--- src/design/cphc_pkg.sv ---
`default_nettype none
package cphc_pkg;
   // Bit positions inside configuration byte 0FH
   localparam int unsigned CLAMP_SEL_BIT   = 7;
   localparam int unsigned CLAMP_SENSE_BIT = 6;
   localparam int unsigned HOLD_SENSE_BIT  = 3;
   // Bit position inside configuration byte 0EH
   localparam int unsigned SYNC_SENSE_BIT  = 6;
   // Reset values of the control bits
   localparam logic CLAMP_SEL_RST   = 1'b0;
   localparam logic CLAMP_SENSE_RST = 1'b1;
   localparam logic HOLD_SENSE_RST  = 1'b1;
   localparam logic SYNC_SENSE_RST  = 1'b1;
   // Internal clamp timing counter width and defaults (pixel clocks)
   localparam int unsigned CNT_W         = 8;
   localparam logic [7:0]  CLAMP_DLY_RST = 8'h04;
   localparam logic [7:0]  CLAMP_DUR_RST = 8'h14;
   // Internal clamp sequencer states
   typedef enum logic [1:0] {
      CPHC_IDLE  = 2'b00,
      CPHC_DELAY = 2'b01,
      CPHC_CLAMP = 2'b10
   } cphc_state_t;
endpackage : cphc_pkg
`default_nettype wire

--- src/design/cphc_edge.sv ---
`default_nettype none
// Polarity-corrected edge detector; one cycle pulses on lead and trail
module cphc_edge (
   // Clock and reset
   input  wire logic clk_i,
   input  wire logic srst_i,
   // Raw level and its active sense
   input  wire logic level_i,
   input  wire logic sense_i,
   // Active level and edge pulses
   output logic      active_o,
   output logic      lead_o,
   output logic      trail_o
);
   logic prev_q;

   // Level normalised so that 1 means asserted
   assign active_o = level_i ~^ sense_i;

   // Previous sample for edge detection
   always_ff @(posedge clk_i) begin
      if (srst_i) begin
         prev_q <= 1'b0;
      end else begin
         prev_q <= active_o;
      end
   end

   assign lead_o  = active_o & ~prev_q;
   assign trail_o = ~active_o & prev_q;
endmodule : cphc_edge
`default_nettype wire

--- src/design/cphc_top.sv ---
`default_nettype none
// Operation
// External clamp used only when select bit set
// Select clear: internal delay then duration timing
// Clamp sense bit sets external clamp level
// Source clamps only during back porch reference
// Unused clamp tied low, select programmed zero
// Hold active: stop tracking, keep frequency, phase
// Hold sense bit sets hold active level
// Hold sense resets to one
// Unused hold pin kept inactive via sense
// Only sync leading edge drives clock generation
// Clamp counts in pixel clocks, restart per trail
module cphc_top
   import cphc_pkg::*;
(
   // Pixel clock and reset
   input  wire logic                            clk_i,
   input  wire logic                            srst_i,
   // Configuration byte writes (0EH, 0FH) and timing values
   input  wire logic                            cfg0e_we_i,
   input  wire logic [7:0]                      cfg0e_i,
   input  wire logic                            cfg0f_we_i,
   input  wire logic [7:0]                      cfg0f_i,
   input  wire logic [cphc_pkg::CNT_W-1:0]      clamp_dly_i,
   input  wire logic [cphc_pkg::CNT_W-1:0]      clamp_dur_i,
   // Pins from the graphics source
   input  wire logic                            line_sync_i,
   input  wire logic                            ext_clamp_i,
   input  wire logic                            hold_i,
   // Outputs to analog front end and clock generator
   output logic                                 clamp_o,
   output logic                                 pll_ref_o,
   output logic                                 pll_hold_o
);
   import cphc_pkg::*;

   logic clamp_sel_q, clamp_sense_q, hold_sense_q, sync_sense_q;
   logic sync_act, sync_lead, sync_trail;
   logic ext_act, hold_act;
   logic [CNT_W-1:0] cnt_q, dly_q, dur_q;
   cphc_state_t      state_q;

   // Pin is asserted when its level equals its sense bit
   function automatic logic pin_active(input logic pin, input logic sense);
      return pin ~^ sense;
   endfunction : pin_active

   // Phase done once the next count reaches the limit; a zero limit
   // ends after one cycle, so a phase can never stall
   function automatic logic cnt_done(input logic [CNT_W-1:0] cnt,
                                     input logic [CNT_W-1:0] lim);
      return ({1'b0, cnt} + {{CNT_W{1'b0}}, 1'b1}) >= {1'b0, lim};
   endfunction : cnt_done

   ////////////////////////////////////////////////////////////////////////
   // Control bits, defined after reset
   always_ff @(posedge clk_i) begin
      if (srst_i) begin
         clamp_sel_q   <= CLAMP_SEL_RST;
         clamp_sense_q <= CLAMP_SENSE_RST;
         hold_sense_q  <= HOLD_SENSE_RST;
         sync_sense_q  <= SYNC_SENSE_RST;
      end else begin
         if (cfg0f_we_i) begin
            clamp_sel_q   <= cfg0f_i[CLAMP_SEL_BIT];
            clamp_sense_q <= cfg0f_i[CLAMP_SENSE_BIT];
            hold_sense_q  <= cfg0f_i[HOLD_SENSE_BIT];
         end
         if (cfg0e_we_i) begin
            sync_sense_q  <= cfg0e_i[SYNC_SENSE_BIT];
         end
      end
   end

   // Timing values latched so a mid-line change waits for the next line
   always_ff @(posedge clk_i) begin
      if (srst_i) begin
         dly_q <= CLAMP_DLY_RST;
         dur_q <= CLAMP_DUR_RST;
      end else if (sync_trail) begin
         dly_q <= clamp_dly_i;
         dur_q <= clamp_dur_i;
      end
   end

   ////////////////////////////////////////////////////////////////////////
   // Line sync edges under programmed sense
   cphc_edge u_sync_edge (
      .clk_i    (clk_i),
      .srst_i   (srst_i),
      .level_i  (line_sync_i),
      .sense_i  (sync_sense_q),
      .active_o (sync_act),
      .lead_o   (sync_lead),
      .trail_o  (sync_trail)
   );

   // Pin senses: active when pin equals its sense bit
   assign ext_act  = pin_active(ext_clamp_i, clamp_sense_q);
   assign hold_act = pin_active(hold_i, hold_sense_q);

   ////////////////////////////////////////////////////////////////////////
   // Internal clamp sequencer, restarts at every trailing edge
   always_ff @(posedge clk_i) begin
      if (srst_i) begin
         state_q <= CPHC_IDLE;
         cnt_q   <= '0;
      end else if (sync_trail) begin
         // The delay latched at this edge governs this line, not the old one
         state_q <= (clamp_dly_i == '0) ? CPHC_CLAMP : CPHC_DELAY;
         cnt_q   <= '0;
      end else begin
         unique case (state_q)
            CPHC_IDLE: begin
               cnt_q <= '0;
            end
            CPHC_DELAY: begin
               if (cnt_done(cnt_q, dly_q)) begin
                  state_q <= CPHC_CLAMP;
                  cnt_q   <= '0;
               end else begin
                  cnt_q <= cnt_q + 1'b1;
               end
            end
            CPHC_CLAMP: begin
               if (cnt_done(cnt_q, dur_q)) begin
                  state_q <= CPHC_IDLE;
                  cnt_q   <= '0;
               end else begin
                  cnt_q <= cnt_q + 1'b1;
               end
            end
            default: begin
               state_q <= CPHC_IDLE;
               cnt_q   <= '0;
            end
         endcase
      end
   end

   ////////////////////////////////////////////////////////////////////////
   // Clamp source mux; the external pin is ignored when not selected
   always_ff @(posedge clk_i) begin
      if (srst_i) begin
         clamp_o <= 1'b0;
      end else if (clamp_sel_q) begin
         clamp_o <= ext_act;
      end else begin
         clamp_o <= (state_q == CPHC_CLAMP);
      end
   end

   // Hold freezes the reference so the generator free-runs
   always_ff @(posedge clk_i) begin
      if (srst_i) begin
         pll_hold_o <= 1'b0;
         pll_ref_o  <= 1'b0;
      end else begin
         pll_hold_o <= hold_act;
         pll_ref_o  <= sync_lead & ~hold_act;
      end
   end

   ////////////////////////////////////////////////////////////////////////
   // Checks
   a_ext_clamp_follow: assert property (
      @(posedge clk_i) disable iff (srst_i)
      clamp_sel_q && $past(clamp_sel_q) |-> clamp_o == $past(ext_act))
      else $error("clamp output does not follow external pin");

   a_ext_ignored: assert property (
      @(posedge clk_i) disable iff (srst_i)
      !clamp_sel_q && $past(!clamp_sel_q) |->
         clamp_o == ($past(state_q) == CPHC_CLAMP))
      else $error("internal clamp timing not used");

   a_clamp_sense: assert property (
      @(posedge clk_i) disable iff (srst_i)
      clamp_sel_q && $past(clamp_sel_q) |->
         clamp_o == ($past(ext_clamp_i) == $past(clamp_sense_q)))
      else $error("clamp sense wrong");

   a_hold_no_ref: assert property (
      @(posedge clk_i) disable iff (srst_i)
      hold_act |=> !pll_ref_o && pll_hold_o)
      else $error("reference pulse during hold");

   a_hold_sense: assert property (
      @(posedge clk_i) disable iff (srst_i)
      !$past(srst_i) |->
         pll_hold_o == ($past(hold_i) == $past(hold_sense_q)))
      else $error("hold sense wrong");

   a_hold_sense_rst: assert property (
      @(posedge clk_i) srst_i |=> hold_sense_q)
      else $error("hold sense not one after reset");

   // Edge history is cleared by reset, so skip the edge right after it
   a_lead_only: assert property (
      @(posedge clk_i) disable iff (srst_i)
      pll_ref_o && !$past(srst_i, 2) |->
         $past(sync_act) && !$past(sync_act, 2))
      else $error("reference not from leading edge");

   a_delay_start: assert property (
      @(posedge clk_i) disable iff (srst_i)
      sync_trail && clamp_dly_i != '0 |=>
         state_q == CPHC_DELAY && cnt_q == '0)
      else $error("clamp count not restarted");

   a_dly_zero: assert property (
      @(posedge clk_i) disable iff (srst_i)
      sync_trail && clamp_dly_i == '0 |=>
         state_q == CPHC_CLAMP && cnt_q == '0)
      else $error("zero delay does not clamp at once");

   a_delay_bound: assert property (
      @(posedge clk_i) disable iff (srst_i)
      state_q == CPHC_DELAY |-> cnt_q < dly_q)
      else $error("clamp delay overran");

   a_clamp_bound: assert property (
      @(posedge clk_i) disable iff (srst_i)
      state_q == CPHC_CLAMP |-> cnt_q < dur_q || cnt_q == '0)
      else $error("clamp duration overran");

   a_ref_single: assert property (
      @(posedge clk_i) disable iff (srst_i)
      pll_ref_o |=> !pll_ref_o)
      else $error("reference pulse longer than one cycle");

   a_ref_passes: assert property (
      @(posedge clk_i) disable iff (srst_i)
      !hold_act |=> pll_ref_o == $past(sync_lead))
      else $error("leading edge lost outside hold");
endmodule : cphc_top
`default_nettype wire

--- config.mk ---
export PLATFORM = sky130hd
export DESIGN_NAME = cphc_top
export DESIGN_NICKNAME = d
export VERILOG_FILES = /design/src/design/cphc_pkg.sv /design/src/design/cphc_edge.sv /design/src/design/cphc_top.sv
export SDC_FILE = /design/constraint.sdc
export NUM_CORES = 1
export LEC_CHECK = 0
export BUFFER_PORTS_ARGS = -buffer_cell sky130_fd_sc_hd__buf_2
export CAP_MARGIN = 30
export CORE_UTILIZATION = 42
export CTS_BUF_LIST = sky130_fd_sc_hd__clkbuf_8 sky130_fd_sc_hd__clkbuf_16
export DETAILED_ROUTE_END_ITERATION = 12
export PLACE_DENSITY = 0.66
export SYNTH_ARGS = -nofsm -noshare
export SYNTH_HDL_FRONTEND = slang
export SYNTH_SLANG_ARGS = --single-unit
--- constraint.sdc ---
create_clock -name clk_i -period 2.5 [get_ports clk_i]
set_input_delay 0.25 -clock clk_i [delete_from_list [all_inputs] [get_ports clk_i]]
set_output_delay 0.25 -clock clk_i [all_outputs]
set_load 0.01 [all_outputs]
==> flow_summary.ini, run 1 <==
[status]
status = complete, but fails checks
violations = negative setup slack

[clock_tree]
ctsHoldBuffers = 0
tritoncts = yes
clock_latency_ns = 0.28
path_clk_slew_ns = 0.07
cts_made_buffers = 5
cts_root_buffer = clkbuf_8
clockBufferDepth = 2
h-tree-depth = 2
cts_sinks = 34

[setup_path]
critPathBufInv = 0
r2r_setup_slack_ns = -0.04
cp-startpoint = cnt_q[0]
worst_ep_required_time_ns = 2.72
worst_ep_arrival_time_ns = 2.76
crit_slowest_cell = or4b_4
worstPathCellList = ha_4 -> nand2_4 -> nor2_4 -> xor2_4 -> ha_4 -> a21oi_2 -> nor2b_1 -> or4b_4 -> a41oi_4 -> o2111ai_4 -> nor2b_1
critical_path_class = reg2reg
critPathMaxStageDelay_ns = 0.49
start_kind = flip-flop
rr_startpoint = cnt_q[0]
cpLargestDelayFamily = simple AND/OR/NAND/NOR gates
cp_max_fo = 8
cp-end-kind = flip-flop

[global_route]
grt_pass1_vias = 1394
grt_max_degree = 21
track_usage_pct = 18.3
overflow = 0
antenna_found_initial = 0
grt_first_pass_wirelength_um = 5980

[pwr]
leakage_nw = 1.01
ir_worst_vdd_mv = 0.431
powerDensity_nw_per_um2 = 511
p_total_mw = 1.17

[synthesis]
synth.top_cell.area_share_pct = 39.4
synth_area_leaders = dfxtp_1, ha_1, nand2_1, a21oi_1, inv_1
synth_edf_count = 0
synth_cell_types = 34
synth.avg_cell_area_um2 = 8.87
synth_area_um2 = 1730
post-synth-top-count-cell = nand2_1
yosysTopAreaCell = dfxtp_1
synth-main-ff-cell = dfxtp_1
yosys_warnings = 0
synthTopCellsByCount = nand2_1, dfxtp_1, ha_1
netlist_instances = 195
synth_seq_area_share_pct = 39.4
synthArstFlopShare_pct = 0
ys_seq_elements = 34
synthesis.nets = 254

[floorplan]
initial_utilization_pct = 45.5
die-area_um2 = 4380
core_area_um2 = 3800
die_w_um = 66.2
die_h_um = 66.2
row_count = 22
io_pins = 42

[place]
gp_congestion = 0.782
post-place-ws_ns = -0.225
place_area_um2 = 2060
hpwlAfterDp_um = 2640
port_buffers = 29

[routing]
antenna_left = 0
drtIter0Drc = 29
drt_pass1_iterations = 4
vias_per_cell = 4.93
vias = 1460
drc_errors = 0
avgRoutedWirePerCell_um = 12.4
finalWirelength_um = 3670

[sta]
setup_violations = 8
grt_setup_unrepaired = true
hold_violations = 0
drv_slew = 0
period_share_pct = 102
max-slew-margin-rel_pct = 60.6
max_freq_mhz = 394
worst_pin_slew_ns = 0.589
period_needed_ns = 2.54
skew_ns = 0.00369
worst_slack_ns = -0.0409

[finish]
syn2layout_area_growth_pct = 33.1
num_antenna_cells = 0
final_nets = 306
final_layout_size_suffix_gt1_share_pct = 33.5
fin_util_pct = 60.6
fill_cells = 331
postLayoutCellArea_um2 = 2300

[job]
maxCapViolCount = 0

[hold_path]
hp-class = in2reg
hold_start = cfg0f_i[3]
==> per-layer routing <==
layer | global-route usage, % | part of all wire (%)
met4 | 7.18 | 1.3
met1 | 22.2 | 46
met5 | 0 | 0
met2 | 30.7 | 50
met3 | 4.83 | 3.2
==> metrics by stage <==
stage	hold slack (ns)	setup TNS, ns	instances
floorplan	0.378	0	195
global placement	0.434	-1.42	286
detailed placement	0.437	-1.93	286
CTS	0.173	-0.664	296
global route	0.175	-1.64	296
finish	0.179	-0.272	296
==> cell type report <==
class	count	area [µm²]	share of cell area, %
multi-input combinational	137	1080	47.1
sequential	34	692	30.1
timing repair buffer	50	303	13.2
clock buffer	6	82.6	3.59
inverter	19	71.3	3.10
tap	48	60.1	2.61
clock inverter	2	8.76	0.381
==> layout by cell type (no fill, tap or decap), types with 2 or more instances in the layout <==
cell type,Yosys,routed
a21oi_1,18,17
dfxtp_4,0,2
nor4_1,3,3
ha_4,0,3
xnor2_1,5,4
a21o_1,4,4
buf_2,0,29
nor2_4,0,2
dfxtp_2,0,3
clkbuf_8,0,6
nand3_1,4,3
buf_4,0,21
xor2_1,4,2
inv_1,19,20
nand2_1,38,36
mux2i_1,5,5
nand2b_1,2,2
ha_1,20,16
dfxtp_1,34,29
o211ai_1,3,3
nor2_1,8,6
nor2b_1,6,6
==> worst min-delay path, stage by stage <==
cell,delay (ns)
buf_2,0.07
mux2i_1,0.05
nand2_1,0.06
==> sequential cells by signal, summed over array words and instances, names as in the netlist <==
name,flops
pll_hold_o,1
dly_q,8
clamp_sel_q,1
hold_sense_q,1
dur_q,8
clamp_sense_q,1
u_sync_edge.prev_q,1
sync_sense_q,1
cnt_q,8
state_q,2
pll_ref_o,1
clamp_o,1
==> logic make-up after synthesis <==
logic type / count (synthesis) / share of synthesized area (%)
muxes: 5 / 2.89
xor gates and xnor gates: 9 / 4.56
adders and majority gates: 20 / 14.5
and+or+nand+nor: 69 / 19.0
DFF: 34 / 39.4
buffers and inverters: 24 / 5.21
AOI/OAI and AO/OA: 34 / 14.5
==> path summary, 6_finish.rpt <==
check	endpoint	depth (start not counted)
max	cnt_q[7]	11
min reg2reg	pll_ref_o	1
min	hold_sense_q	3
max reg2reg	cnt_q[7]	11
==> where the power goes <==
group          total, mW  internal [mW]  leakage [nW]  switching (mW)
Clock              0.413          0.218        0.0524           0.195
Combinational      0.179         0.0833         0.676          0.0957
Sequential         0.583          0.569         0.280          0.0140
Total               1.17          0.870          1.01           0.305
==> timing repair <==
action                     4_1_cts  5_1_grt
pin swaps                       10       14
gates resized for setup         17       11
buffers inserted                 2        1
setup endpoints to repair       10       10
Note: power is estimated with default switching activity, not from simulation.
==> inputs of run 2 (changes only) <==
Settings changed: CTS_BUF_LIST sky130_fd_sc_hd__clkbuf_8 sky130_fd_sc_hd__clkbuf_16 to sky130_fd_sc_hd__clkbuf_8, SYNTH_HIERARCHICAL set to 1.
==> run 2 against run 1 <==
The flow now finishes without violations. Power grew 5.5%. Non-clock buffer count shrank 8. Cell count shrank 6.8%. Sequential power is essentially flat. Register-to-register slack gained 0.12 ns. Fmax grew 4.8%. Hold slack gained 0.0014 ns. Clock power grew 14%. Clock-buffer cell count grew 2. Critical path depth shrank 2. Combinational power grew 6%. Area after synthesis grew 0.72%.
==> flow_summary.ini, run 2 <==
[sta]
max-slew-margin-rel_pct = 75.9
setup_violations = 0
hold_violations = 0
period_share_pct = 97.0
worst_slack_ns = 0.0749
period_needed_ns = 2.43
max_freq_mhz = 412
worst_pin_slew_ns = 0.356
setup_tns_ns = 0
skew_ns = 0.00465
drv_slew = 0

[global_route]
track_usage_pct = 16.8
grt_max_degree = 20
grt_first_pass_wirelength_um = 5510
overflow = 0
antenna_found_initial = 0
grt_pass1_vias = 1265

[synthesis]
netlist_instances = 180
synth_area_um2 = 1740
yosys_warnings = 6
synthesis.nets = 239
synth.avg_cell_area_um2 = 9.68

[status]
status = complete, no violations

[setup_path]
cp_max_fo = 3
critical_path_class = reg2reg
cp-end-kind = flip-flop
start_kind = flip-flop
worst_ep_arrival_time_ns = 2.59
worst_ep_required_time_ns = 2.66

[pwr]
leakage_nw = 1.02
p_total_mw = 1.24
powerDensity_nw_per_um2 = 547
ir_worst_vdd_mv = 0.328

[clock_tree]
tritoncts = yes
cts_made_buffers = 5
cts_root_buffer = clkbuf_8
cts_sinks = 34
clockBufferDepth = 2
path_clk_slew_ns = 0.07
clock_latency_ns = 0.28
h-tree-depth = 2

[finish]
fin_util_pct = 56.6
final_nets = 284
final_layout_size_suffix_gt1_share_pct = 34.1
syn2layout_area_growth_pct = 30.1
final-instance-count-excl-fill = 276
fill_cells = 356
final_common_cell = buf_2
num_antenna_cells = 0
most-common-layout-cells = buf_2, dfxtp_1, inv_1, nor2_1, mux2i_1
top_regs = cnt_q x8, dly_q x8, dur_q x8

[routing]
antenna_left = 0
avgRoutedWirePerCell_um = 12.6
drc_errors = 0
finalWirelength_um = 3490
drtIter0Drc = 24
drt_pass1_iterations = 4
vias = 1375
vias_per_cell = 4.98

[place]
dp.cells = 265
port_buffers = 29
post-place-ws_ns = -0.0284
gp_congestion = 0.733
hpwlAfterDp_um = 2600

[floorplan]
die_h_um = 66.4
die_w_um = 66.4
io_pins = 42
die-area_um2 = 4410
core_area_um2 = 4000
initial_utilization_pct = 43.5
row_count = 23

[hold_path]
hp-class = in2reg

[job]
maxCapViolCount = 0
==> run 2: area by class of cell <==
| type | instances | area (µm²) | share of cell area (%) |
|---|---|---|---|
| well taps | 50 | 62.6 | 2.76 |
| flip-flops and latches | 34 | 696 | 30.7 |
| multi-input cells | 122 | 1080 | 47.7 |
| clock buffers | 8 | 110 | 4.86 |
| repair buffers | 42 | 243 | 10.7 |
| inverters | 20 | 75.1 | 3.31 |
==> run 2: per-layer routing <==
layer  share of wire [%]  vias to the layer above  track usage, %
li1                    -                      701               -
met1                  45                      636            22.3
met2                  48                       29            25.5
met3                 3.8                        9            3.97
met4                 2.5                        0            7.98
met5                   0                        -               0
==> run 2: through the flow <==
stage                     instance area (µm²)  hold slack (ns)
after global routing                     2270            0.177
after floorplan                          1740            0.322
after global placement                   2010            0.465
after CTS                                2130            0.180
final                                    2270            0.180
after detailed placement                 2010            0.471
==> run 2: power by group <==
part           switching (mW)  internal (mW)
Clock                   0.191          0.278
Sequential             0.0137          0.568
Combinational          0.0979         0.0916
==> run 2: worst max-delay path, cell delays in order, from the launching register on <==
cell      delay [ns]
dfxtp_4         0.37
and4_4          0.23
nand4_1         0.15
xnor2_2         0.23
ha_4            0.31
and4_1          0.19
o21ai_0         0.09
o21a_2          0.24
o311ai_0        0.37
a21oi_1         0.12
==> run 2: path summary, 6_finish.rpt <==
| path | startpoint | to | slack, ns | cells past startpoint |
|---|---|---|---|---|
| setup / recovery | cnt_q[4] | state_q[0] | 0.07 | 9 |
| hold / removal | cfg0f_i[3] | hold_sense_q | 0.18 | 3 |
| setup reg to reg | cnt_q[4] | state_q[0] | 0.07 | 9 |
| hold reg to reg | dly_q[2] | dly_q[2] | 0.49 | 2 |
==> run 2: repair_timing <==
action,in CTS,in global routing
endpoints found under the hold margin,0,0
pin swaps,3,10
setup buffers,1,3
hold buffers,0,0
endpoints found under the setup margin,8,10
resized for setup,4,24
